File: src/core/hop_pkg.sv
// Package of constants, types and structs for the receive channel hop sequencer
package hop_pkg;
  localparam int          CLK_HZ          = 25_000_000;
  localparam int          AUTO_TURN_NS    = 115_000;
  localparam int          MANUAL_TURN_NS  = 75_000;
  // Longest times round down to whole cycles
  localparam logic [11:0] AUTO_TURN_CYC   = 12'(AUTO_TURN_NS / (1_000_000_000 / CLK_HZ));
  localparam logic [11:0] MANUAL_TURN_CYC = 12'(MANUAL_TURN_NS / (1_000_000_000 / CLK_HZ));
  localparam int          FRAC_SHIFT      = 19;
  localparam int          FW              = 28;
  localparam int          REF_W           = 25;
  localparam int          PROD_W          = FW + REF_W;
  localparam int          DIVD_W          = PROD_W - FRAC_SHIFT + 1;
  localparam logic [5:0]  DIV_STEPS       = 6'(DIVD_W);
  localparam int          TABLE_DEPTH     = 64;
  localparam logic [7:0]  SKIP_MARK       = 8'hFF;
  localparam logic [7:0]  CHANNEL_RESET   = 8'h00;
  localparam logic [6:0]  TRIM_MAX        = 7'h7F;
  localparam logic [4:0]  DIV_BAND_160    = 5'h18;
  localparam logic [4:0]  DIV_BAND_320    = 5'h0C;
  localparam logic [4:0]  DIV_BAND_385    = 5'h0A;
  localparam logic [4:0]  DIV_BAND_470    = 5'h08;
  localparam logic [4:0]  DIV_BAND_950    = 5'h04;

  typedef enum logic [2:0] {
    HOP_BAND_142_175  = 3'h0,
    HOP_BAND_284_350  = 3'h1,
    HOP_BAND_350_420  = 3'h2,
    HOP_BAND_420_525  = 3'h3,
    HOP_BAND_850_1050 = 3'h4
  } hop_band_e;

  typedef enum logic [4:0] {
    HOP_IDLE   = 5'b00001,
    HOP_LISTEN = 5'b00010,
    HOP_SEARCH = 5'b00100,
    HOP_TUNE   = 5'b01000,
    HOP_STAY   = 5'b10000
  } hop_state_e;

  typedef struct packed {
    logic [7:0]       integer_part;
    logic [19:0]      fractional_part;
    logic [7:0]       step_high;
    logic [7:0]       step_low;
    logic [REF_W-1:0] reference_frequency;
    hop_band_e        band;
  } hop_synth_cfg_s;

  typedef struct packed {
    logic       auto_enable;
    logic       level_enable;
    logic       preamble_enable;
    logic       sync_enable;
    logic       raw_mode;
    logic       gpio_toggle_enable;
    logic [6:0] table_size;
    logic [7:0] signal_level_limit;
  } hop_ctrl_s;
endpackage

File: src/core/hop_sequencer.sv
// Receive channel hop sequencer: synthesizer word, frequency and hop table walk
`timescale 1ns/10ps
`default_nettype none
module hop_sequencer
  import hop_pkg::*;
(
  // Clock and reset
  input  wire logic                  core_clk,
  input  wire logic                  nrst,
  // Configuration
  input  wire hop_pkg::hop_synth_cfg_s synth_cfg,
  input  wire hop_pkg::hop_ctrl_s    hop_ctrl,
  input  wire logic [6:0]            crystal_load_trim,
  // Hop table write port
  input  wire logic                  table_write,
  input  wire logic [5:0]            table_addr,
  input  wire logic [7:0]            table_data,
  // Receive commands
  input  wire logic                  rx_start,
  input  wire logic                  rx_channel_given,
  input  wire logic [7:0]            rx_channel,
  input  wire logic                  rx_stop,
  input  wire logic                  manual_hop,
  input  wire logic [7:0]            manual_channel,
  input  wire logic [10:0]           manual_cal_count,
  // Modem status
  input  wire logic [7:0]            signal_strength,
  input  wire logic                  preamble_timeout,
  input  wire logic                  sync_timeout,
  // Outputs
  output logic [FW-1:0]              synth_word,
  output logic [31:0]                rf_frequency,
  output logic                       rf_frequency_valid,
  output logic [7:0]                 channel,
  output logic [5:0]                 hop_index,
  output logic                       rx_active,
  output logic                       synth_tuning,
  output logic                       channel_held,
  output logic                       hop_gpio,
  output logic                       level_above,
  output logic [6:0]                 trim_setting,
  output logic [10:0]                oscillator_calibration_count
);
  import hop_pkg::*;

  function automatic logic [4:0] band_divider(input hop_band_e band);
    case (band)
      HOP_BAND_142_175:  band_divider = DIV_BAND_160;
      HOP_BAND_284_350:  band_divider = DIV_BAND_320;
      HOP_BAND_350_420:  band_divider = DIV_BAND_385;
      HOP_BAND_420_525:  band_divider = DIV_BAND_470;
      HOP_BAND_850_1050: band_divider = DIV_BAND_950;
      default:           band_divider = DIV_BAND_160;
    endcase
  endfunction

  function automatic logic [FW-1:0] chan_word(input hop_synth_cfg_s cfg, input logic [7:0] ch);
    logic [FW-1:0] base;
    logic [23:0]   offs;
    base = FW'({cfg.integer_part, 19'h0_0000}) + FW'(cfg.fractional_part);
    offs = ch * {cfg.step_high, cfg.step_low};
    chan_word = base + FW'(offs);
  endfunction

  // Entry after idx, back to the first one after the last active entry
  function automatic logic [5:0] next_slot(input logic [5:0] idx, input logic [5:0] last);
    next_slot = (idx >= last) ? 6'h00 : idx + 6'h01;
  endfunction

  function automatic logic over_limit(input logic [7:0] level, input logic [7:0] limit);
    over_limit = level > limit;
  endfunction

  logic [7:0]       hop_table [TABLE_DEPTH];
  hop_state_e       state;
  logic [11:0]      turn_cnt;
  logic [6:0]       scan_cnt;
  logic [5:0]       scan_idx;
  logic             manual_tune;
  logic [6:0]       active_len;
  logic [5:0]       last_idx;
  logic             hop_allowed;
  logic             stay_now;
  logic             hop_now;
  logic             tune_start;
  logic [7:0]       tune_channel;
  logic [DIVD_W-1:0] div_shift;
  logic [31:0]      div_quot;
  logic [4:0]       div_rem;
  logic [5:0]       div_left;
  logic [4:0]       div_ratio;
  logic [PROD_W-1:0] prod;
  logic [5:0]       rem_trial;
  logic             div_fits;

  // Table length beyond the storage is clamped so the walk never leaves it
  assign active_len = (hop_ctrl.table_size > 7'(TABLE_DEPTH)) ? 7'(TABLE_DEPTH)
                    : hop_ctrl.table_size;
  assign last_idx   = (active_len == 7'h00) ? 6'h00 : 6'(active_len - 7'h01);
  assign hop_allowed = hop_ctrl.auto_enable && (active_len != 7'h00);
  // First met condition decides; timeouts are ignored without packet handling
  assign stay_now = hop_ctrl.level_enable
                  && over_limit(signal_strength, hop_ctrl.signal_level_limit);
  assign hop_now  = (hop_ctrl.level_enable && !stay_now)
                  || (!hop_ctrl.raw_mode && hop_ctrl.preamble_enable && preamble_timeout)
                  || (!hop_ctrl.raw_mode && hop_ctrl.sync_enable && sync_timeout);
  // Combinational table read lets a found entry tune in the same cycle
  assign tune_start = rx_start || manual_hop
                    || (state == HOP_SEARCH && hop_table[scan_idx] != SKIP_MARK);
  assign tune_channel = manual_hop ? manual_channel
                      : (rx_start ? (rx_channel_given ? rx_channel : channel)
                      : hop_table[scan_idx]);

  always_ff @(posedge core_clk) begin
    if (table_write) begin
      hop_table[table_addr] <= table_data;
    end
  end

  // Channel kept across starts when the argument is absent
  always_ff @(posedge core_clk or negedge nrst) begin
    if (!nrst) begin
      channel    <= CHANNEL_RESET;
      synth_word <= '0;
    end else if (tune_start) begin
      channel    <= tune_channel;
      synth_word <= chan_word(synth_cfg, tune_channel);
    end
  end

  // Sequencer
  always_ff @(posedge core_clk or negedge nrst) begin
    if (!nrst) begin
      state        <= HOP_IDLE;
      turn_cnt     <= '0;
      scan_cnt     <= '0;
      scan_idx     <= '0;
      hop_index    <= '0;
      hop_gpio     <= 1'b0;
    end else if (rx_stop) begin
      state <= HOP_IDLE;
    end else if (rx_start || manual_hop) begin
      // Host launches on the first usable entry, so the walk starts at zero
      hop_index <= '0;
      state     <= HOP_TUNE;
      turn_cnt  <= manual_hop ? MANUAL_TURN_CYC : AUTO_TURN_CYC;
    end else begin
      case (state)
        HOP_IDLE: begin
          state <= HOP_IDLE;
        end
        HOP_TUNE: begin
          if (turn_cnt <= 12'h001) begin
            state <= (hop_allowed && !manual_tune) ? HOP_LISTEN : HOP_STAY;
          end
          turn_cnt <= turn_cnt - 12'h001;
        end
        HOP_LISTEN: begin
          if (!hop_allowed) begin
            state <= HOP_STAY;
          end else if (stay_now) begin
            state <= HOP_STAY;
          end else if (hop_now) begin
            state        <= HOP_SEARCH;
            scan_cnt     <= '0;
            scan_idx     <= next_slot(hop_index, last_idx);
          end
        end
        HOP_SEARCH: begin
          // Search cost is at most one cycle per entry, well inside the turnaround
          if (hop_table[scan_idx] != SKIP_MARK) begin
            hop_index <= scan_idx;
            state     <= HOP_TUNE;
            // Search cycles, this one included, come out of the turnaround budget
            turn_cnt  <= AUTO_TURN_CYC - 12'(scan_cnt) - 12'h001;
            if (hop_ctrl.gpio_toggle_enable) begin
              hop_gpio <= ~hop_gpio;
            end
          end else if (scan_cnt >= active_len - 7'h01) begin
            state <= HOP_STAY;
          end else begin
            scan_cnt     <= scan_cnt + 7'h01;
            scan_idx     <= next_slot(scan_idx, last_idx);
          end
          // A live last entry already toggled on its hop, so only skips toggle here
          if (hop_ctrl.gpio_toggle_enable && scan_idx >= last_idx
              && hop_table[scan_idx] == SKIP_MARK) begin
            hop_gpio <= ~hop_gpio;
          end
        end
        HOP_STAY: begin
          state <= HOP_STAY;
        end
        default: begin
          state <= HOP_IDLE;
        end
      endcase
    end
  end

  // Manual hops settle on their channel; a new start resumes the walk
  always_ff @(posedge core_clk or negedge nrst) begin
    if (!nrst) begin
      manual_tune <= 1'b0;
    end else if (rx_stop || rx_start || manual_hop) begin
      manual_tune <= manual_hop && !rx_stop;
    end
  end

  // Status flags
  always_ff @(posedge core_clk or negedge nrst) begin
    if (!nrst) begin
      rx_active    <= 1'b0;
      synth_tuning <= 1'b0;
      channel_held <= 1'b0;
      level_above  <= 1'b0;
    end else begin
      rx_active    <= (state != HOP_IDLE) && !rx_stop;
      synth_tuning <= (state == HOP_TUNE) || (state == HOP_SEARCH);
      // Held drops with a stop so it never shows outside receive
      channel_held <= (state == HOP_STAY) && !rx_stop;
      level_above  <= over_limit(signal_strength, hop_ctrl.signal_level_limit);
    end
  end

  // Trim and calibration count held for the analog side
  always_ff @(posedge core_clk or negedge nrst) begin
    if (!nrst) begin
      trim_setting                 <= '0;
      oscillator_calibration_count <= '0;
    end else begin
      trim_setting <= (crystal_load_trim > TRIM_MAX) ? TRIM_MAX : crystal_load_trim;
      if (manual_hop) begin
        oscillator_calibration_count <= manual_cal_count;
      end
    end
  end

  // Frequency in Hz: word times 2*ref over 2^19, then a serial divide by the ratio
  // Serial divide trades one result per DIV_STEPS + 1 cycles (a load cycle, then 35 steps) for a tiny datapath
  assign prod      = PROD_W'(synth_word) * PROD_W'(synth_cfg.reference_frequency);
  assign rem_trial = {div_rem, div_shift[DIVD_W-1]};
  assign div_fits  = rem_trial >= {1'b0, div_ratio};

  always_ff @(posedge core_clk or negedge nrst) begin
    if (!nrst) begin
      div_shift          <= '0;
      div_quot           <= '0;
      div_rem            <= '0;
      div_left           <= '0;
      div_ratio          <= DIV_BAND_160;
      rf_frequency       <= '0;
      rf_frequency_valid <= 1'b0;
    end else if (tune_start) begin
      div_left           <= 6'h00;
      rf_frequency_valid <= 1'b0;
    end else if (div_left == 6'h00 && !rf_frequency_valid && synth_word != '0) begin
      div_shift <= DIVD_W'(prod >> (FRAC_SHIFT - 1));
      div_ratio <= band_divider(synth_cfg.band);
      div_rem   <= '0;
      div_quot  <= '0;
      div_left  <= DIV_STEPS;
    end else if (div_left != 6'h00) begin
      div_shift <= div_shift << 1;
      if (div_fits) begin
        div_rem  <= 5'(rem_trial - {1'b0, div_ratio});
        div_quot <= {div_quot[30:0], 1'b1};
      end else begin
        div_rem  <= rem_trial[4:0];
        div_quot <= {div_quot[30:0], 1'b0};
      end
      div_left <= div_left - 6'h01;
      if (div_left == 6'h01) begin
        rf_frequency       <= div_fits ? {div_quot[30:0], 1'b1}
                            : {div_quot[30:0], 1'b0};
        rf_frequency_valid <= 1'b1;
      end
    end
  end
endmodule
`default_nettype wire

File: config.mk
export PLATFORM = sky130hd
export DESIGN_NAME = hop_sequencer
export DESIGN_NICKNAME = d
export VERILOG_FILES = /design/src/core/hop_pkg.sv /design/src/core/hop_sequencer.sv
export SDC_FILE = /design/constraint.sdc
export NUM_CORES = 2
export LEC_CHECK = 0
export BUFFER_PORTS_ARGS = -buffer_cell sky130_fd_sc_hd__clkbuf_2
export CAP_MARGIN = 20
export CORE_AREA = 2 2 441 443
export DETAILED_ROUTE_END_ITERATION = 10
export DIE_AREA = 0 0 443 445
export PLACE_DENSITY = 0.53
export SLEW_MARGIN = 25
export SYNTH_ARGS = -nofsm -noshare
export SYNTH_HDL_FRONTEND = slang
export SYNTH_SLANG_ARGS = --single-unit
File: constraint.sdc
create_clock -name core_clk -period 19.47 [get_ports core_clk]
set_input_delay 1.947 -clock core_clk [delete_from_list [all_inputs] [get_ports core_clk]]
set_output_delay 1.947 -clock core_clk [all_outputs]
set_load 0.05 [all_outputs]
==> results.md <==
* Setup TNS at 0 ps
* Worst Tran Pin Value at between 1000 and 1500 ps
* Data arrival, critical path at ~10000 ps
* TritonCTS Sinks at 722
* Most used cell along the critical path: fa_1
* TritonCTS buffer count at 82
* Mapped Nets at approximately 6300
* Most common cell in the netlist: inv_1
* Syn-to-layout area delta at 11.2%
* Post-synthesis async set-or-reset flop share at 0.291
* CTS tree: built
* Mapped cell area at between 50000 and 60000 um2
* Largest family of logic cells by synthesized area: adder cells
* Vias in the first global route at 40300
* Ys Warns at 0
* Critical Path End Type: register
* Synth Instances at about 5000
* Clock root buffer: clkbuf_16
* Adder-cell share of the synthesized area at 0.309
* Clock latency on the worst-skew pair at around 660 ps
* Synth Area in Compound Gates at 0.0559
* Initial DRT Pass Iterations at 7
* Reg clk slew, reported paths at ~60 ps
* Number of hold violations in the final report at 0
* Post-Layout Cell Count at approximately 7900
* # fillers at between 15000 and 20000
* Wire length per cell at 20.3 um
* Slowest-stage cell, CP: buf_4
* Post-route ant nets at 0
* Htree depth at 3
* Initial antenna violation count at 11
* Overall Global Routing Usage at 0.164
* Most instantiated cells after synthesis: inv_1, fa_1, nand2_1
* First-pass GRT wire length at between 200000 and 250000 um
* I/O Pins at between 200 and 300
* Critical path type: register to register
* Register area share after synthesis at 0.359
* Sum of net half-perimeters after detailed placement at 113000 um
* Hold buffer count at cts at 0
* Status: completed
* Worst R2R Start: scan_idx[0]
* Mux share of post-synthesis cell area at 0.0656
* Largest cells by area after synthesis: edfxtp_1, fa_1, dfrtp_1
* Hold Path Sink: synth_word[3]
* Top FF cell, synth: edfxtp_1
* RSZ-0062 raised after global routing: false
* Placed cells at about 7700
* FF-to-FF End: synth_word[25]
* Ratio of cells with drive above 1 in the final layout at 0.117
* Area of the die at roughly 200000 um2
* Max Slew Vio Count at 0
* Number of max-cap violations at 0
* Placeable Area at approximately 190000 um2
* Tmin final at 9670 ps
* Vias at ~38000
* Reg2reg setup slack at 9800 ps
* Synth area leader: edfxtp_1
* Number of post-CTS setup repair buffers at 0
* Nets at 6429
* Post-CTS Resized at 0
* R2R cell count at 28
* Via density at 4.78
* Worst-path maximum fanout at 52
* Hold depth at 2
* Fin crit share at 0.497
* Port bufs at around 260
* Simple-gate share of the synthesized area at 0.123
* Post-route DRC at 0
* Syn Area/Cell at around 11 um2
* Worst min path class: register to register
* Die width at 443 um
* Worst hold start: synth_word[3]
* Yosys cell types at slightly above 70
* Initial Util at 0.300
* Yosys reg bits at between 700 and 800
* Drt total wl at 160000 um
* Endpoints failing setup at 0
* Skew final at about 30 ps
* Number of synthesized flops with an enable pin at 512
* Max Root-Sink Buffers at 3
* Largest net degree at the start of global routing at 123
* Total gr overflow at 0
* First DRT Iteration DRCs at about 2400
* Startpoint types: register
* Worst path max stage delay at between 800 and 900 ps
* Yosys top cell area share at 0.267
* Fmax at slightly above 100 MHz
* CP required at between 15000 and 20000 ps
* Slew Limit Headroom at 0.248
* Chip Height at about 450 um
* Rows at ~160
* GP Congestion at slightly below 0.9
* Xor and xnor area share after synthesis at 0.0104
==> state kept, by name, summed over array words and instances (netlist names), 5 cells and up <==
signal                        flops
div_quot                         31
div_shift                        35
oscillator_calibration_count     11
scan_idx                          6
hop_table                       512
rf_frequency                     32
turn_cnt                         12
synth_word                       28
channel                           8
div_rem                           5
hop_index                         6
trim_setting                      7
state                             5
div_left                          6
scan_cnt                          7
==> cell type report <==
| cell class | instances | area [um2] | share of cell area |
|---|---|---|---|
| Timing Repair Buffer | 328 | 1850 | 0.0290 |
| Tap cell | 2526 | 3160 | 0.0494 |
| Multi-Input combinational cell | 3285 | 32500 | 0.508 |
| Sequential cell | 722 | 20600 | 0.323 |
| Antenna cell | 5 | 12.5 | 0.000196 |
| Clock buffer | 104 | 2230 | 0.0348 |
| Clock inverter | 40 | 342 | 0.00534 |
| Inverter | 855 | 3210 | 0.0502 |
==> cells by family after synthesis <==
group,Yosys count
buffers and inverters,1119
muxes,265
xor gates and xnor gates,68
DFF,722
and+or+nand+nor,1458
adders and majority gates,997
AOI/OAI and AO/OA,497
==> routing by layer <==
metal	track usage	part of all wire
met1	0.200	0.40
met2	0.297	0.52
met3	0.0187	0.044
met4	0.0581	0.034
met5	0	0.000081
==> how the worst max path moves through the flow <==
stage,startpoint,end,slack (ps)
detailed placement,scan_idx[0],synth_word[26],9570
finish,scan_idx[0],synth_word[25],9800
CTS,scan_idx[0],synth_word[26],9580
global placement,scan_idx[0],synth_word[26],9600
global route,scan_idx[0],synth_word[26],8990
floorplan,synth_cfg[7],div_shift[31],10760
==> stage by stage <==
stage               setup slack [ps]  hold WS (ps)  utilization  instance area [um2]
floorplan                      10760           443            -                57500
global placement                9600           454        0.319                61300
detailed placement              9570           460        0.319                61300
CTS                             9580           471        0.333                63900
global route                    8990           494        0.333                63900
finish                          9800           468        0.333                63900
==> layout by cell type, fill, tap and decap left out, types with 9 or more instances in the layout <==
master,count
clkbuf_2,254
dfrtp_1,204
mux2_2,67
edfxtp_1,512
xnor2_1,42
a211oi_1,14
o22ai_1,18
and2_1,435
or3_1,9
nand4_1,22
clkinv_2,13
clkbuf_16,84
mux2_1,16
and3_1,15
a22oi_1,32
a21oi_1,133
o21a_1,18
nand2_1,594
buf_4,72
mux2i_1,102
o21ai_0,102
inv_1,855
nand3_1,55
ha_1,295
nor2b_1,24
a21o_1,29
o21bai_1,14
o211ai_1,22
nor4_1,13
nand2b_1,28
nor2_1,185
nor3_1,41
clkinv_1,11
clkbuf_1,15
mux4_2,76
fa_1,702
xor2_1,26
a22o_1,41
==> critical path, delay by kind of cell (launching register included) <==
kind | cells | cell delay [ps]
flops | 1 | 750
simple gates | 4 | 860
compound gates | 10 | 2220
xor+xnor | 1 | 140
buf+inv | 4 | 1680
mux | 3 | 1330
fa+ha+maj | 6 | 2490
Power is left out: the tool's default activity adds up to more than one toggle a clock period on the data nets, which glitch-free logic cannot reach.
